==> config.mk <==
export PLATFORM = sky130hd
export DESIGN_NAME = iu_top
export DESIGN_NICKNAME = d
export VERILOG_FILES = /design/src/iu_pkg.sv /design/src/iu_sync.sv /design/src/iu_flag.sv /design/src/iu_top.sv
export SDC_FILE = /design/constraint.sdc
export NUM_CORES = 1
export LEC_CHECK = 0
export BUFFER_PORTS_ARGS = -buffer_cell sky130_fd_sc_hd__buf_2
export CAP_MARGIN = 5
export CORE_ASPECT_RATIO = 0.5
export CORE_MARGIN = 4
export CORE_UTILIZATION = 35
export CTS_CLUSTER_SIZE = 16
export DETAILED_ROUTE_END_ITERATION = 16
export PLACE_DENSITY = 0.58
export SKIP_LAST_GASP = 1
export SYNTH_ARGS = -nofsm -noshare
export SYNTH_HDL_FRONTEND = slang
export SYNTH_HIERARCHICAL = 1
export SYNTH_SLANG_ARGS = --single-unit
==> constraint.sdc <==
create_clock -name clock -period 27.2 [get_ports clock]
set_clock_uncertainty 0.05 [all_clocks]
set_input_delay 4.08 -clock clock [delete_from_list [all_inputs] [get_ports clock]]
set_output_delay 4.08 -clock clock [all_outputs]
set_load 0.02 [all_outputs]
==> src/iu_pkg.sv <==
// Purpose: Shared constants and types of the interrupt unit
// Assumes: 32-bit APB register bus, one system clock
// Notes:   Source numbering is also the fixed polling order
package iu_pkg;

  localparam int NUM_SRC   = 17;
  localparam int NUM_FLAG  = 18;
  localparam int NUM_GRP   = 6;
  localparam int LVL_W     = 2;

  // Register byte offsets
  localparam logic [7:0] OFS_ENABLE   = 8'h00;
  localparam logic [7:0] OFS_PRIORITY = 8'h04;
  localparam logic [7:0] OFS_FLAGS    = 8'h08;
  localparam logic [7:0] OFS_CONTROL  = 8'h0C;
  localparam logic [7:0] OFS_STATUS   = 8'h10;

  // Field positions
  localparam int EN_T2_RELOAD_BIT = 17;
  localparam int EN_GLOBAL_BIT    = 31;
  localparam int CTL_PDOWN_BIT    = 0;
  localparam int CTL_EXT0_EDGE    = 1;
  localparam int CTL_EXT1_EDGE    = 2;

  // Reset values
  localparam logic [31:0] RST_ENABLE   = 32'h0000_0000;
  localparam logic [11:0] RST_PRIORITY = 12'h000;
  localparam logic [2:0]  RST_CONTROL  = 3'h0;

  // Flag bit positions
  localparam int F_EXT0 = 0;
  localparam int F_T0   = 1;
  localparam int F_EXT1 = 2;
  localparam int F_T1   = 3;
  localparam int F_RI   = 4;
  localparam int F_TI   = 5;
  localparam int F_TF2  = 6;
  localparam int F_TIMER2_EXT_RELOAD_FLAG = 7;
  localparam int F_ADC  = 8;
  localparam int F_EXT2 = 9;
  localparam int F_EXT7 = 14;
  localparam int F_EXT8 = 15;
  localparam int F_TC   = 16;
  localparam int F_SYNC_WRITE_COLLISION_FLAG = 17;

  // Source index of the wake-up and CAN requests
  localparam int S_WAKE = 12;
  localparam int S_CAN  = 13;

  typedef logic [15:0] iu_vec_t;

  // Vector address per source, in polling order
  localparam iu_vec_t VECTOR [NUM_SRC] = '{
    16'h0003, 16'h000B, 16'h0013, 16'h001B, 16'h0023, 16'h002B,
    16'h0043, 16'h004B, 16'h0053, 16'h005B, 16'h0063, 16'h006B,
    16'h007B, 16'h008B, 16'h00A3, 16'h00AB, 16'h0093};

  // Priority group per source
  localparam logic [2:0] GROUP [NUM_SRC] = '{
    3'd0, 3'd1, 3'd2, 3'd3, 3'd4, 3'd5,
    3'd0, 3'd1, 3'd2, 3'd3, 3'd4, 3'd5,
    3'd4, 3'd0, 3'd2, 3'd3, 3'd1};

  // Flag cleared by hardware on vectoring, or -1 when software clears
  localparam int HW_CLR_FLAG [NUM_SRC] = '{
    0, 1, 2, 3, -1, -1, -1, 9, 10, 11, 12, 13, -1, -1, 14, 15, -1};

  typedef struct packed {
    logic timer0_overflow;
    logic timer1_overflow;
    logic timer2_overflow;
    logic serial_receive;
    logic serial_transmit;
    logic converter_done;
    logic sync_transfer_complete;
    logic sync_write_collision;
    logic can_request;
  } iu_periph_s;

  typedef struct packed {
    logic          request;
    iu_vec_t       vector;
    logic [LVL_W-1:0] level;
  } iu_cpu_s;

endpackage : iu_pkg

==> src/iu_sync.sv <==
// Purpose: Two-stage synchroniser for pin inputs
// Assumes: Inputs asynchronous to clock
// Notes:   Reset value is all ones, the idle level of the pins
`timescale 1ns/10ps
`default_nettype none
module iu_sync #(
  parameter int WIDTH = 1
) (
  // Clock and reset
  input  wire logic             clock,
  input  wire logic             reset_n,
  // Data
  input  wire logic [WIDTH-1:0] async_in,
  output var  logic [WIDTH-1:0] sync_out
);
  logic [WIDTH-1:0] meta_q;

  always_ff @(posedge clock or negedge reset_n) begin
    if (!reset_n) begin
      meta_q   <= '1;
      sync_out <= '1;
    end else begin
      meta_q   <= async_in;
      sync_out <= meta_q;
    end
  end
endmodule : iu_sync
`default_nettype wire

==> src/iu_flag.sv <==
// Purpose: Sticky request flag
// Assumes: Set and clear are same-clock pulses
// Notes:   Set wins over a clear in the same cycle
`timescale 1ns/10ps
`default_nettype none
module iu_flag (
  // Clock and reset
  input  wire logic clock,
  input  wire logic reset_n,
  // Control
  input  wire logic set,
  input  wire logic clear,
  output var  logic flag_q
);
  logic flag_d;

  assign flag_d = set | (flag_q & ~clear);

  always_ff @(posedge clock or negedge reset_n) begin
    if (!reset_n) begin
      flag_q <= 1'b0;
    end else begin
      flag_q <= flag_d;
    end
  end
endmodule : iu_flag

==> src/iu_top.sv <==
// Purpose: Multi-source interrupt unit with APB register access
// Assumes: Peripheral events are one-cycle pulses on clock
// Notes:   Pins are synchronised before use
//
// Overview of operation
// - Seventeen request sources are arbitrated across four priority levels.
// - Seven sources come from on-chip timers, serial ports, converter and CAN.
// - Ten sources come from pins: timer 2 reload input and external 0 to 8.
// - Sources form six groups of two or three; priority is per group.
// - Each group's level is programmed independently by software.
// - A low pulse on external input 0 ends power-down and vectors wake-up.
// - Fixed vectors for external 0/1, timers 0/1 and the shared serial vector.
// - Timer 2 overflow and external reload share one vector.
// - External 2 to 6 vector eight bytes apart from 004B to 006B.
// - Wake-up vectors to 007B and has no visible request flag; the code shows its request as wake_q, bit 5 of status.
// - Converter, CAN, sync channel, external 7 and 8 vectors; sync has two flags.
// - Timer 2 reload flag sets on a falling reload edge only when enabled.
//
// The implementer's own choices: register access over APB and the register offsets.
`timescale 1ns/10ps
`default_nettype none
module iu_top (
  // Clock and reset
  input  wire logic              clock,
  input  wire logic              reset_n,
  // APB slave
  input  wire logic              psel,
  input  wire logic              penable,
  input  wire logic              pwrite,
  input  wire logic [7:0]        paddr,
  input  wire logic [31:0]       pwdata,
  output var  logic [31:0]       prdata,
  output var  logic              pready,
  output var  logic              pslverr,
  // Peripheral events
  input  wire iu_pkg::iu_periph_s periph,
  // Pins
  input  wire logic              ext_irq_input_zero,
  input  wire logic [8:1]        ext_irq_input,
  input  wire logic              timer2_reload_input,
  // CPU core
  output var  iu_pkg::iu_cpu_s   cpu,
  input  wire logic              cpu_ack,
  input  wire logic              cpu_return,
  // Power
  output var  logic              power_down_q
);
  import iu_pkg::*;

  logic [31:0]           enable_q;
  logic [11:0]           priority_q;
  logic [2:0]            control_q;
  logic [3:0]            in_service_q;
  logic [4:0]            index_q;
  logic                  wake_q;
  logic [NUM_FLAG-1:0]   flags;
  logic [NUM_FLAG-1:0]   flag_set;
  logic [NUM_FLAG-1:0]   flag_clr;
  logic [NUM_FLAG-1:0]   hw_clr;
  logic [9:0]            pin_s;
  logic [9:0]            pin_prev_q;
  logic [9:0]            pin_fall;
  logic [NUM_SRC-1:0]    src_req;
  logic [NUM_SRC-1:0]    src_live;

  // Pin synchronisation and falling-edge detection
  iu_sync #(.WIDTH(10)) u_sync (
    .clock    (clock),
    .reset_n  (reset_n),
    .async_in ({timer2_reload_input, ext_irq_input, ext_irq_input_zero}),
    .sync_out (pin_s)
  );

  always_ff @(posedge clock or negedge reset_n) begin
    if (!reset_n) begin
      pin_prev_q <= '1;
    end else begin
      pin_prev_q <= pin_s;
    end
  end

  assign pin_fall = pin_prev_q & ~pin_s;

  // APB decode
  wire setup_phase  = psel & ~penable;
  wire access_phase = psel & penable;
  wire wr_access    = access_phase & pwrite & pready;
  wire sel_enable   = paddr == OFS_ENABLE;
  wire sel_priority = paddr == OFS_PRIORITY;
  wire sel_flags    = paddr == OFS_FLAGS;
  wire sel_control  = paddr == OFS_CONTROL;
  wire sel_status   = paddr == OFS_STATUS;
  wire addr_mapped  = sel_enable | sel_priority | sel_flags | sel_control | sel_status;
  wire wr_ok        = wr_access & ~pslverr;

  // Flag sources
  wire ext0_edge_mode = control_q[CTL_EXT0_EDGE];
  wire ext1_edge_mode = control_q[CTL_EXT1_EDGE];
  wire ext0_set = ext0_edge_mode ? pin_fall[0] : ~pin_s[0];
  wire ext1_set = ext1_edge_mode ? pin_fall[1] : ~pin_s[1];
  wire timer2_ext_reload_flag_set = pin_fall[9] & enable_q[EN_T2_RELOAD_BIT];

  assign flag_set = {periph.sync_write_collision,
                     periph.sync_transfer_complete,
                     pin_fall[8], pin_fall[7],
                     pin_fall[6:2],
                     periph.converter_done,
                     timer2_ext_reload_flag_set, periph.timer2_overflow,
                     periph.serial_transmit, periph.serial_receive,
                     periph.timer1_overflow, ext1_set,
                     periph.timer0_overflow, ext0_set};

  // Software clears by writing ones; hardware clears on vectoring
  assign flag_clr = (wr_ok & sel_flags ? pwdata[NUM_FLAG-1:0] : '0) | hw_clr;

  for (genvar g = 0; g < NUM_FLAG; g++) begin : g_flag
    iu_flag u_flag (
      .clock   (clock),
      .reset_n (reset_n),
      .set     (flag_set[g]),
      .clear   (flag_clr[g]),
      .flag_q  (flags[g])
    );
  end

  // Requests per source, in polling order
  assign src_req = {flags[F_TC] | flags[F_SYNC_WRITE_COLLISION_FLAG],
                    flags[F_EXT8], flags[F_EXT7],
                    periph.can_request,
                    wake_q,
                    flags[F_EXT2+4:F_EXT2],
                    flags[F_ADC],
                    flags[F_TF2] | flags[F_TIMER2_EXT_RELOAD_FLAG],
                    flags[F_RI] | flags[F_TI],
                    flags[F_T1], flags[F_EXT1],
                    flags[F_T0], flags[F_EXT0]};

  assign src_live = enable_q[EN_GLOBAL_BIT] ? (src_req & enable_q[NUM_SRC-1:0]) : '0;

  // Highest level in service
  logic [LVL_W-1:0] active_lvl;
  logic             any_active;
  assign any_active = |in_service_q;
  always_comb begin
    active_lvl = '0;
    for (int l = 0; l < 4; l++) begin
      if (in_service_q[l]) begin
        active_lvl = LVL_W'(l);
      end
    end
  end

  // Winner: highest group level, then lowest source index
  logic             win_found;
  logic [4:0]       win_idx;
  logic [LVL_W-1:0] win_lvl;
  logic [LVL_W-1:0] src_lvl;
  always_comb begin
    win_found = 1'b0;
    win_idx   = '0;
    win_lvl   = '0;
    src_lvl   = '0;
    for (int i = 0; i < NUM_SRC; i++) begin
      src_lvl = priority_q[2*GROUP[i] +: LVL_W];
      if (src_live[i] && (!win_found || src_lvl > win_lvl)) begin
        win_found = 1'b1;
        win_idx   = 5'(i);
        win_lvl   = src_lvl;
      end
    end
  end

  wire win_ok = win_found & (!any_active | (win_lvl > active_lvl));
  wire taken  = cpu_ack & cpu.request;

  // Hardware clear of the vectored source's flag
  always_comb begin
    hw_clr = '0;
    for (int i = 0; i < NUM_SRC; i++) begin
      if (taken && index_q == 5'(i) && HW_CLR_FLAG[i] >= 0) begin
        hw_clr[HW_CLR_FLAG[i]] = 1'b1;
      end
    end
    if (!ext0_edge_mode) begin
      hw_clr[F_EXT0] = 1'b0;
    end
    if (!ext1_edge_mode) begin
      hw_clr[F_EXT1] = 1'b0;
    end
  end

  // Request to the CPU; dropped for one cycle after an acknowledge
  always_ff @(posedge clock or negedge reset_n) begin
    if (!reset_n) begin
      cpu     <= '0;
      index_q <= '0;
    end else begin
      cpu.request <= win_ok & ~taken;
      cpu.vector  <= VECTOR[win_idx];
      cpu.level   <= win_lvl;
      index_q     <= win_idx;
    end
  end

  // In-service levels: ack marks, return releases the highest
  logic [3:0] in_service_d;
  always_comb begin
    in_service_d = in_service_q;
    if (cpu_return && any_active) begin
      in_service_d[active_lvl] = 1'b0;
    end
    if (taken) begin
      in_service_d[cpu.level] = 1'b1;
    end
  end

  // Power-down and wake-up
  wire pdown_wr = wr_ok & sel_control & pwdata[CTL_PDOWN_BIT];
  wire wake_hit = power_down_q & ~pin_s[0];
  wire wake_clr = taken & (index_q == 5'(S_WAKE));

  always_ff @(posedge clock or negedge reset_n) begin
    if (!reset_n) begin
      in_service_q <= '0;
      power_down_q <= 1'b0;
      wake_q       <= 1'b0;
    end else begin
      in_service_q <= in_service_d;
      power_down_q <= (power_down_q | pdown_wr) & ~wake_hit;
      wake_q       <= wake_hit | (wake_q & ~wake_clr);
    end
  end

  // Configuration registers
  always_ff @(posedge clock or negedge reset_n) begin
    if (!reset_n) begin
      enable_q   <= RST_ENABLE;
      priority_q <= RST_PRIORITY;
      control_q  <= RST_CONTROL;
    end else begin
      if (wr_ok && sel_enable) begin
        enable_q <= pwdata & 32'h8003_FFFF;
      end
      if (wr_ok && sel_priority) begin
        priority_q <= pwdata[11:0];
      end
      if (wr_ok && sel_control) begin
        control_q <= {pwdata[CTL_EXT1_EDGE], pwdata[CTL_EXT0_EDGE], 1'b0};
      end
    end
  end

  // Read mux
  logic [31:0] rd_data;
  always_comb begin
    rd_data = '0;
    unique case (1'b1)
      sel_enable:   rd_data = enable_q;
      sel_priority: rd_data = {20'h0_0000, priority_q};
      sel_flags:    rd_data = {14'h0000, flags};
      sel_control:  rd_data = {29'h0000_0000, control_q[2:1], power_down_q};
      sel_status:   rd_data = {20'h0_0000, cpu.request, index_q, wake_q, 1'b0,
                               in_service_q};
      default:      rd_data = '0;
    endcase
  end

  // APB answer: zero wait, data captured in setup
  always_ff @(posedge clock or negedge reset_n) begin
    if (!reset_n) begin
      prdata  <= '0;
      pready  <= 1'b0;
      pslverr <= 1'b0;
    end else begin
      pready  <= setup_phase;
      pslverr <= setup_phase & ~addr_mapped;
      if (setup_phase && !pwrite) begin
        prdata <= rd_data;
      end
    end
  end

endmodule : iu_top
`default_nettype wire

==> results of run 1 <==
## synth_stat cells, types with 3 or more instances
| library cell | n | area [um2] |
|---|---|---|
| a22o_1 | 4 | 35.0 |
| o21ai_0 | 26 | 130 |
| inv_1 | 39 | 146 |
| nor3_1 | 4 | 20.0 |
| o21ai_1 | 3 | 15.0 |
| buf_1 | 3 | 11.3 |
| a32o_1 | 5 | 50.1 |
| buf_4 | 24 | 180 |
| clkbuf_1 | 20 | 75.1 |
| and3_1 | 11 | 68.8 |
| a221oi_1 | 4 | 35.0 |
| a211oi_1 | 3 | 22.5 |
| a222oi_1 | 6 | 60.1 |
| o31ai_1 | 5 | 37.5 |
| mux2i_1 | 5 | 50.1 |
| and4b_1 | 4 | 40.0 |
| nor2_1 | 56 | 210 |
| dfrtp_1 | 92 | 2300 |
| a31oi_1 | 11 | 68.8 |
| o21a_1 | 7 | 52.6 |
| a21oi_2 | 3 | 26.3 |
| a21oi_1 | 36 | 180 |
| ha_1 | 24 | 300 |
| a22oi_2 | 3 | 37.5 |
| o211ai_1 | 4 | 30.0 |
| mux2_2 | 36 | 405 |
| nand3_1 | 28 | 140 |
| nand2_1 | 63 | 236 |
| and2_1 | 16 | 100 |
| o211a_1 | 3 | 30.0 |
| a22oi_1 | 10 | 75.1 |
| a21o_1 | 25 | 188 |
| nand2b_1 | 5 | 31.3 |
| nor2b_1 | 18 | 113 |
| a211o_1 | 4 | 35.0 |
| nor4_1 | 6 | 37.5 |
| dfstp_2 | 30 | 788 |
| nand4_1 | 5 | 31.3 |
| a31oi_2 | 3 | 37.5 |
## registers in the layout, summed over array words and instances, names as in the netlist, 5 cells and up
| register | cells |
|---|---|
| cpu | 9 |
| enable_q | 19 |
| g_flag.u_flag/flag_q | 18 |
| index_q | 5 |
| pin_prev_q | 10 |
| prdata | 19 |
| priority_q | 12 |
| u_sync/meta_q | 10 |
| u_sync/sync_out | 10 |
## worst reg2reg max path: cells and delay by family (launching register included)
family	cells	cell delay, ns
flops	1	0.32
buf+inv	4	0.55
simple gates	31	4.83
compound gates	52	10.75
mux	3	1.02
fa+ha+maj	17	5.06
## logic make-up (layout without fill, tap and decap cells)
| kind of cell | Yosys count | in the layout | synth area share [%] |
|---|---|---|---|
| AO/OA/AOI/OAI | 197 | 197 | 21.7 |
| adder cells (fa/ha/maj) | 24 | 24 | 4.36 |
| buffers and inverters | 89 | 161 | 6.19 |
| flip-flops | 122 | 122 | 44.9 |
| multiplexers | 41 | 41 | 6.61 |
| other | 2 | 23 | 0.109 |
| AND/OR/NAND/NOR | 226 | 226 | 16.2 |
## stage by stage
step | setup WS, ns | std cells
CTS | 4.75 | 1053
finish | 4.52 | 1053
global route | 2.57 | 1053
global placement | 5.18 | 1021
detailed placement | 4.89 | 1021
floorplan | 7.83 | 722
## per-layer routing
| metal | vias up | track usage (%) | share of wire, % |
|---|---|---|---|
| met5 | - | 0 | 0.045 |
| met4 | 2 | 6.07 | 2.1 |
| met3 | 32 | 5.02 | 7.3 |
| met2 | 212 | 26.7 | 44 |
| met1 | 2803 | 26.1 | 47 |
| li1 | 2656 | - | - |
## worst min path at each step
stage	to	slack, ns
global placement	u_sync/sync_out[9]	0.30
CTS	u_sync/sync_out[2]	0.31
global route	u_sync/sync_out[1]	0.31
floorplan	u_sync/sync_out[0]	0.30
finish	u_sync/sync_out[2]	0.30
detailed placement	u_sync/sync_out[1]	0.30
## area by class of cell
| type | count | area [um2] |
|---|---|---|
| Tap cell | 259 | 324 |
| Clock inverter | 13 | 96.3 |
| Timing Repair Buffer | 89 | 460 |
| Clock buffer | 19 | 443 |
| Inverter | 40 | 150 |
| Fill cell | 1849 | 10800 |
| Multi-Input combinational cell | 511 | 3460 |
| Sequential cell | 122 | 3090 |
## power groups by stage
stage	Clock (mW)	Combinational (mW)	Sequential, mW
2_1_floorplan	0	0.0119	0.202
3_3_place_gp	0	0.0301	0.197
3_5_place_dp	0	0.0303	0.197
4_1_cts	0.209	0.0304	0.194
5_1_grt	0.218	0.0332	0.195
6_report	0.204	0.0299	0.194
==> reports/results.ini, run 1 <==
[clock_tree]
path_clk_slew_ns = 0.06
cts_tree = built
postCtsSetupBuffers = 0
cts.repair.resized = 0
htreeDepth = 4
clock-sinks = 122
hold_buffers = 0
cts-root-buf = clkbuf_16
cts_max_path_buffers = 2
clk_latency_ns = 0.41
cts_made_buffers = 17

[job]
cap_violations = 0

[critical_path]
cp-end-kind = flop
timing.rr.start = enable_q[31]
cpPeakStageDelay_ns = 0.73
path_class = flop to flop
cp-endpoint = cpu[18]
start_kind = flop
critPathRequiredTime_ns = 27.42
path_delay_family = compound AO/OA/AOI/OAI gates
crit_slowest_cell = nor2_1
r2r-end = cpu[18]
crit_top_cell = ha_1
critPathBufInv = 4
cp.arrival_ns = 22.90
critical_path.startpoint = enable_q[31]
r2r_slack_ns = 4.52
cp_max_fo = 30
r2r_cells = 107
cp.depth = 107

[route]
via_per_inst = 5.42
dr.pass1.iters = 5
drc = 0
wirelength_um = 19900
routedWlPerCell_um = 18.9
vias = 5705
ant_nets = 0
drt-initial-drc-count = 442

[yosys]
synth_cell_types = 76
synth_edf_count = 0
syn_inst = 701
ys_seq_area_share_pct = 44.9
synth_async_sr_flop_share_pct = 100
syn-cell-area_um2 = 6890
syn_avg_cell_area_um2 = 9.83
ys_warn_count = 6
synth_seq_cells = 122
synth_flop_cell = dfrtp_1

[power]
combPwrFrac_pct = 7.0
switching_power_mw = 0.109
p_per_area_nw_per_um2 = 53.4
sw_frac_of_total_pct = 25.5
seqPwrFrac_pct = 45.3
peakVddDrop_uv = 38.9
power.leakage_nw = 3.65
p_int_mw = 0.319
clock_power_share_pct = 47.7
total_power_mw = 0.428

[sta]
holdWs_ns = 0.304
setup_viol = 0
fin_crit_sh_pct = 83.4
slew-limit-headroom_pct = 29.4
timing.fmax_mhz = 44.1
final.min_clock_period_ns = 22.68
worstMarginPinSlew_ns = 1.06
final.setup.tns_ns = 0
maxSlewViolCount = 0
finalHoldViolations = 0
rsz0062_at_grt = no

[global_route]
antenna_found_initial = 1
grt_usage_pct = 18.3
grt_remaining_overflow = 0
grt_pass1_vias = 5482
grt_max_degree = 69
grt_pass1_wl_um = 31200

[placed_design]
port_buffers = 84
hpwl_um = 14500
placed_area_um2 = 7480
place.gp.congestion = 0.918

[die]
coreArea_um2 = 18800
floorplan.die.width_um = 206
die_y_um = 107
io_pins = 120
die-area_um2 = 22100
core.rowCount = 35
initial_core_util_pct = 36.6

[finish]
syn2layout_area_growth_pct = 16.5
diodes = 0
final_common_cell = dfrtp_1
layout_common_cells = 92 x dfrtp_1, 83 x buf_2, 63 x nand2_1, 56 x nor2_1, 39 x inv_1
fin_util_pct = 42.6
layout-drive-gt1-share_pct = 27.1
fin_area_um2 = 8020
final_nets = 871

[min_path]
min-delay-start = u_sync/meta_q[2]
worstHoldPathType = flop to flop
min_path_cells = 0

[run_status]
status = complete, no violations

(Power assumes the default switching activity.)
==> run 2: changes to the inputs <==
- ABC_AREA: default -> 1
- clock period: 27.2 -> 22.7 ns (I/O delays scaled with it)
==> run 2 against run 1 <==
Net effect: wire length down 2.8%; highest routed layer is now met4; fmax up 14%; core utilization up 0.66 points; synthesized area down 0.22%; non-clock buffer count up 2.
==> reports/results.ini, run 2 <==
[route]
dr.pass1.iters = 5  ; unchanged
via_per_inst = 4.81  ; -11%
routedWlPerCell_um = 15.4  ; -19%
drc = 0  ; unchanged
vias = 6045  ; +6.0%
ant_nets = 0  ; unchanged
wirelength_um = 19400  ; -2.8%
drt-initial-drc-count = 597  ; +35%

[critical_path]
start_kind = flop
timing.rr.start = enable_q[31]
crit_slowest_cell = dfrtp_1
critPathRequiredTime_ns = 22.96  ; -4.46 ns
cp_max_fo = 13  ; -57%
r2r_slack_ns = 2.86  ; -1.66 ns
cp-endpoint = cpu[18]
r2r-end = cpu[18]
r2r_cells = 125  ; +17%
cp-end-kind = flop
cp.arrival_ns = 20.10  ; -2.80 ns
crit_top_cell = o21ai_0
critical_path.startpoint = enable_q[31]
path_class = flop to flop
cpPeakStageDelay_ns = 0.76  ; +0.03 ns

[power]
power.leakage_nw = 4.24  ; +16%
peakVddDrop_uv = 37.9  ; -2.4%
total_power_mw = 0.538  ; +26%
p_per_area_nw_per_um2 = 66.1  ; +24%

[clock_tree]
clk_latency_ns = 0.42  ; about the same
path_clk_slew_ns = 0.06  ; about the same
cts_tree = built
clock-sinks = 122  ; unchanged
cts_max_path_buffers = 2  ; unchanged
htreeDepth = 4  ; unchanged
hold_buffers = 0  ; unchanged
cts.repair.resized = 0  ; unchanged
postCtsSetupBuffers = 0  ; unchanged
cts-root-buf = clkbuf_16
cts_made_buffers = 17  ; unchanged

[yosys]
synth_top_family_by_area = simple AND/OR/NAND/NOR gates
synth_async_sr_flop_share_pct = 100  ; unchanged
synth-simple-area-share_pct = 28.1  ; +12 points
synthTopCellsByCount = 249 x nand2_1, 152 x inv_1, 92 x dfrtp_1, 87 x o21ai_0, 54 x nor2_1
post-synth-top-area-cell = dfrtp_1
syn-cell-area_um2 = 6870  ; -0.22%
synth-xor-area-share_pct = 0  ; unchanged
synth_cell_types = 38  ; -50%
syn_avg_cell_area_um2 = 7.71  ; -21%
synth_flop_cell = dfrtp_1
synth_area_leaders = dfrtp_1 33%, nand2_1 14%, dfstp_2 11%
synth_mux_area_share_pct = 0  ; -6.6 points
yosysTopAreaCellShare_pct = 33.5  ; +0.073 points
synth_most_common_cell = nand2_1
synth_seq_cells = 122  ; unchanged
synth_edf_count = 0  ; unchanged
ys_warn_count = 6  ; unchanged
synth_compound_area_share_pct = 10.5  ; -11 points
syn_inst = 891  ; +27%
synth-adder-area-share_pct = 4.37  ; +0.0095 points
ys_seq_area_share_pct = 45.0  ; +0.098 points

[finish]
fillerInstances = 1909  ; +3.2%
layout_common_cells = 249 x nand2_1, 152 x inv_1, 92 x dfrtp_1, 87 x o21ai_0, 83 x buf_2
final_common_cell = nand2_1
final_nets = 1076  ; +24%
reg.largest.list = enable_q (19), prdata (19), g_flag.u_flag/flag_q (18)
syn2layout_area_growth_pct = 18.6
layout-drive-gt1-share_pct = 21.6  ; -5.5 points
fin_util_pct = 43.3  ; +0.66 points
fin_area_um2 = 8150  ; +1.6%
diodes = 0  ; unchanged

[sta]
fin_crit_sh_pct = 87.4  ; +4.0 points
timing.fmax_mhz = 50.4  ; +14%
final.min_clock_period_ns = 19.84  ; -2.84 ns
maxSlewViolCount = 0  ; unchanged
setup_viol = 0  ; unchanged
final.setup.tns_ns = 0  ; unchanged
slew-limit-headroom_pct = 30.3  ; +0.98 points
finalHoldViolations = 0  ; unchanged
worstMarginPinSlew_ns = 1.04  ; -0.0201 ns
rsz0062_at_grt = no

[min_path]
worstHoldPathType = flop to flop

[global_route]
grtUsageMet3_pct = 3.20  ; -1.8 points
use_met2_pct = 27.1  ; +0.42 points
grt_pass1_vias = 5764  ; +5.1%
grt_remaining_overflow = 0  ; unchanged
grt_max_degree = 71  ; +2.9%
grt_pass1_wl_um = 31100  ; about the same
grt-busiest-layer = met2
antenna_found_initial = 1  ; unchanged
met1_usage_pct = 26.9  ; +0.80 points
grt_usage_pct = 18.0  ; -0.28 points

[die]
coreArea_um2 = 18800  ; unchanged
initial_core_util_pct = 36.5  ; -0.080 points
die_y_um = 107  ; about the same
core.rowCount = 35  ; unchanged
floorplan.die.width_um = 206  ; -0.10%
die-area_um2 = 22100  ; -0.20%
io_pins = 120  ; unchanged

[placed_design]
port_buffers = 84  ; unchanged
placed_area_um2 = 7530  ; +0.60%
place.gp.congestion = 0.901  ; -1.9%
hpwl_um = 14400  ; -0.38%

[run_status]
status = complete, no violations

[job]
cap_violations = 0  ; unchanged

## run 2: critical path, delay by kind of cell, from the launching register on
family          cells  cell delay (ns)
compound gates     30             6.02
fa+ha+maj          17             4.97
buf+inv            16             1.14
flops               1             0.76
simple gates       62             6.70
## run 2: final cells by class
type,instances,area [um2],area share [%]
clock inverters,14,169,2.07
inverters,158,593,7.28
flip-flops and latches,122,3090,37.9
repair buffers,91,475,5.84
clock buffers,18,450,5.53
multi-input cells,596,3050,37.4
well taps,259,324,3.98
## run 2: worst min-delay path by stage
stage                startpoint            endpoint  slack, ns  cells past startpoint
6_report       u_sync/meta_q[0]  u_sync/sync_out[0]       0.31                      0
5_1_grt        u_sync/meta_q[7]  u_sync/sync_out[7]       0.31                      0
4_1_cts        u_sync/meta_q[4]  u_sync/sync_out[4]       0.31                      0
3_5_place_dp   u_sync/meta_q[4]  u_sync/sync_out[4]       0.30                      0
3_3_place_gp   u_sync/meta_q[7]  u_sync/sync_out[7]       0.30                      0
2_1_floorplan  u_sync/meta_q[0]  u_sync/sync_out[0]       0.30                      0
## run 2: cells by family after synthesis
family | Yosys count
adders and majority gates | 24
and+or+nand+nor | 423
AOI/OAI and AO/OA | 126
DFF | 122
other | 2
buffers and inverters | 194
## run 2: routing by layer
metal	part of all wire, %	wire, um
met1	47	9180
met2	44	8490
met3	7.5	1460
met4	1.2	233
met5	0	0
## run 2: power breakdown
part | switching (mW) | internal, mW | leakage, nW | total, mW
Sequential | 0.00223 | 0.224 | 1.49 | 0.226
Combinational | 0.0189 | 0.00743 | 2.45 | 0.0264
Clock | 0.113 | 0.173 | 0.303 | 0.286
## run 2: through the flow
stage	cells	hold WS [ns]	setup WS, ns
5_1_grt	1258	0.308	0.778
2_1_floorplan	912	0.295	6.03
4_1_cts	1258	0.306	2.88
3_3_place_gp	1226	0.295	3.47
3_5_place_dp	1226	0.297	2.91
6_report	1258	0.305	2.86
==> run 3: changes to the inputs <==
- ABC_AREA: 1 -> default
- CORE_MARGIN: 4 -> 2
- CORE_UTILIZATION: 35 -> 25
- PLACE_DENSITY: 0.58 -> 0.46
==> run 3 against run 2 <==
Net effect: die area rose by 31%; via count fell by 5.7%; global-route usage fell by 3.2 points; critical endpoint unchanged; non-clock buffer count rose by 6; design area rose by 2.4%; wire length rose by 9.6%; sequential share of layout area fell by 0.86 points; combinational power rose by 36%; clock power fell by 1%.
==> reports/results.ini, run 3 (synthesis gave the netlist of run 1 again) <==
[finish]
diodes = 0  ; unchanged
final_nets = 879  ; -18%
layout.cells.non_filler = 1154  ; -8.3%
layout-drive-gt1-share_pct = 29.3  ; +7.7 points
syn2layout_area_growth_pct = 21.1
reg.largest.list = enable_q (19), prdata (19), g_flag.u_flag/flag_q (18)
final_common_cell = dfrtp_1
layout_common_cells = 90 x dfrtp_1, 83 x buf_2, 62 x nand2_1, 52 x nor2_1, 39 x inv_1

[global_route]
grt_remaining_overflow = 0  ; unchanged
grt_max_degree = 73  ; +2.8%
grt_pass1_vias = 5482  ; -4.9%
antenna_found_initial = 0  ; -1
grt_pass1_wl_um = 32200  ; +3.5%
grt_usage_pct = 14.9  ; -3.2 points

[power]
p_per_area_nw_per_um2 = 65.9  ; -0.24%
seqPwrFrac_pct = 42.3  ; +0.3 points
power.leakage_nw = 3.74  ; -12%
switching_power_mw = 0.130  ; -3.2%
sw_frac_of_total_pct = 23.7  ; -1.3 points
clock_power_share_pct = 51.2  ; -2.0 points
p_int_mw = 0.420  ; +3.9%
combPwrFrac_pct = 6.5  ; +1.6 points
peakVddDrop_uv = 53.9  ; +42%

[sta]
worst_slack_ns = 1.63  ; -1.23 ns
fin_crit_sh_pct = 92.8  ; +5.4 points
setup_viol = 0  ; unchanged
worstMarginPinSlew_ns = 1.14  ; +0.108 ns
final.min_clock_period_ns = 21.07  ; +1.23 ns
final.setup.tns_ns = 0  ; unchanged
slew-limit-headroom_pct = 23.5  ; -6.8 points
maxSlewViolCount = 0  ; unchanged
timing.fmax_mhz = 47.5  ; -5.8%
finalHoldViolations = 0  ; unchanged

[die]
io_pins = 120  ; unchanged
floorplan.die.width_um = 239  ; +16%
die-area_um2 = 29000  ; +31%
initial_core_util_pct = 25.8  ; -11 points
core.rowCount = 42  ; +20%
coreArea_um2 = 26700  ; +42%
die_y_um = 121  ; +13%

[clock_tree]
cts_max_path_buffers = 2  ; unchanged
hold_buffers = 0  ; unchanged
cts_tree = built
path_clk_slew_ns = 0.06  ; about the same
clock-sinks = 122  ; unchanged
cts_made_buffers = 17  ; unchanged
clk_latency_ns = 0.42  ; about the same
cts-root-buf = clkbuf_16
htreeDepth = 4  ; unchanged

[route]
drt-initial-drc-count = 400  ; -33%
drc = 0  ; unchanged
via_per_inst = 4.94  ; +2.8%
wirelength_um = 21200  ; +9.6%
ant_nets = 0  ; unchanged
dr.pass1.iters = 6  ; +1
routedWlPerCell_um = 18.4  ; +20%
vias = 5703  ; -5.7%

[critical_path]
crit_slowest_cell = dfrtp_1
cp-end-kind = flop
critPathRequiredTime_ns = 22.99  ; +0.03 ns
cp_max_fo = 9  ; -4
start_kind = flop
cpPeakStageDelay_ns = 0.45  ; -0.31 ns
path_class = flop to flop
cp.arrival_ns = 21.36  ; +1.26 ns
crit_top_cell = ha_1

[placed_design]
place_ws_ns = 0.866  ; -2.05 ns
hpwl_um = 15600  ; +8.1%
port_buffers = 84  ; unchanged
place.gp.congestion = 0.877  ; -2.7%
dp_cells = 1115  ; -9.1%

[min_path]
worstHoldPathType = flop to flop

[job]
cap_violations = 0  ; unchanged

[run_status]
status = complete, no violations

==> run 3: through the flow <==
step	instance area [um2]	power [mW]	hold slack, ns	utilization, %
after global routing	8340	0.571	0.307	31.2
final	8340	0.550	0.305	31.2
after global placement	7610	0.272	0.296	28.4
after detailed placement	7610	0.273	0.297	28.4
after floorplan	6970	0.256	0.295	-
after CTS	8230	0.558	0.305	30.8
==> run 3: final timing paths <==
| kind | from | cells past startpoint | end | slack, ns |
|---|---|---|---|---|
| hold / removal | u_sync/meta_q[0] | 0 | u_sync/sync_out[0] | 0.30 |
| setup / recovery | enable_q[0] | 110 | cpu[18] | 1.63 |
| min in group asynchronous | reset_n | 1 | pready | 2.97 |
| hold reg to reg | u_sync/meta_q[0] | 0 | u_sync/sync_out[0] | 0.30 |
| setup reg to reg | enable_q[0] | 110 | cpu[18] | 1.63 |
| max in group asynchronous | reset_n | 2 | cpu[1] | 18.25 |
==> run 3: final cells by class <==
cell class              count  area, um2
well taps                 352        440
fillers                  2760      18400
multi-input cells         511       3520
clock buffers              20        458
flip-flops and latches    122       3090
clock inverters            12        163
repair buffers             97        520
inverters                  40        150
==> run 3: timing repair <==
item | 4_1_cts | 5_1_grt
resized for setup | 0 | 19
endpoints found under the hold margin | 0 | 0
buffers inserted | 0 | 7
setup endpoints to repair | 0 | 13
==> run 3: critical path: cells and delay by family (launching register included) <==
family	cells	cell delay (ns)
AO/OA/AOI/OAI	51	9.52
adder cells (fa/ha/maj)	17	4.89
buffers and inverters	4	0.38
flip-flops	1	0.45
multiplexers	3	0.98
AND/OR/NAND/NOR	35	4.67
==> run 3: routing by layer <==
metal,up-vias,track usage (%),wire (um),share of wire [%]
li1,2678,-,-,-
met2,164,23.3,9710,46
met1,2840,20.6,10100,47
met3,21,3.05,1080,5.1
met5,-,0,0,0
met4,0,4.45,382,1.8
==> run 3: power groups by stage <==
| stage | combinational [mW] | sequential (mW) | clock (mW) |
|---|---|---|---|
| after floorplan | 0.0142 | 0.242 | 0 |
| final | 0.0359 | 0.233 | 0.282 |
| after global placement | 0.0364 | 0.236 | 0 |
| after detailed placement | 0.0367 | 0.236 | 0 |
| after CTS | 0.0368 | 0.233 | 0.289 |
| after global routing | 0.0397 | 0.233 | 0.298 |
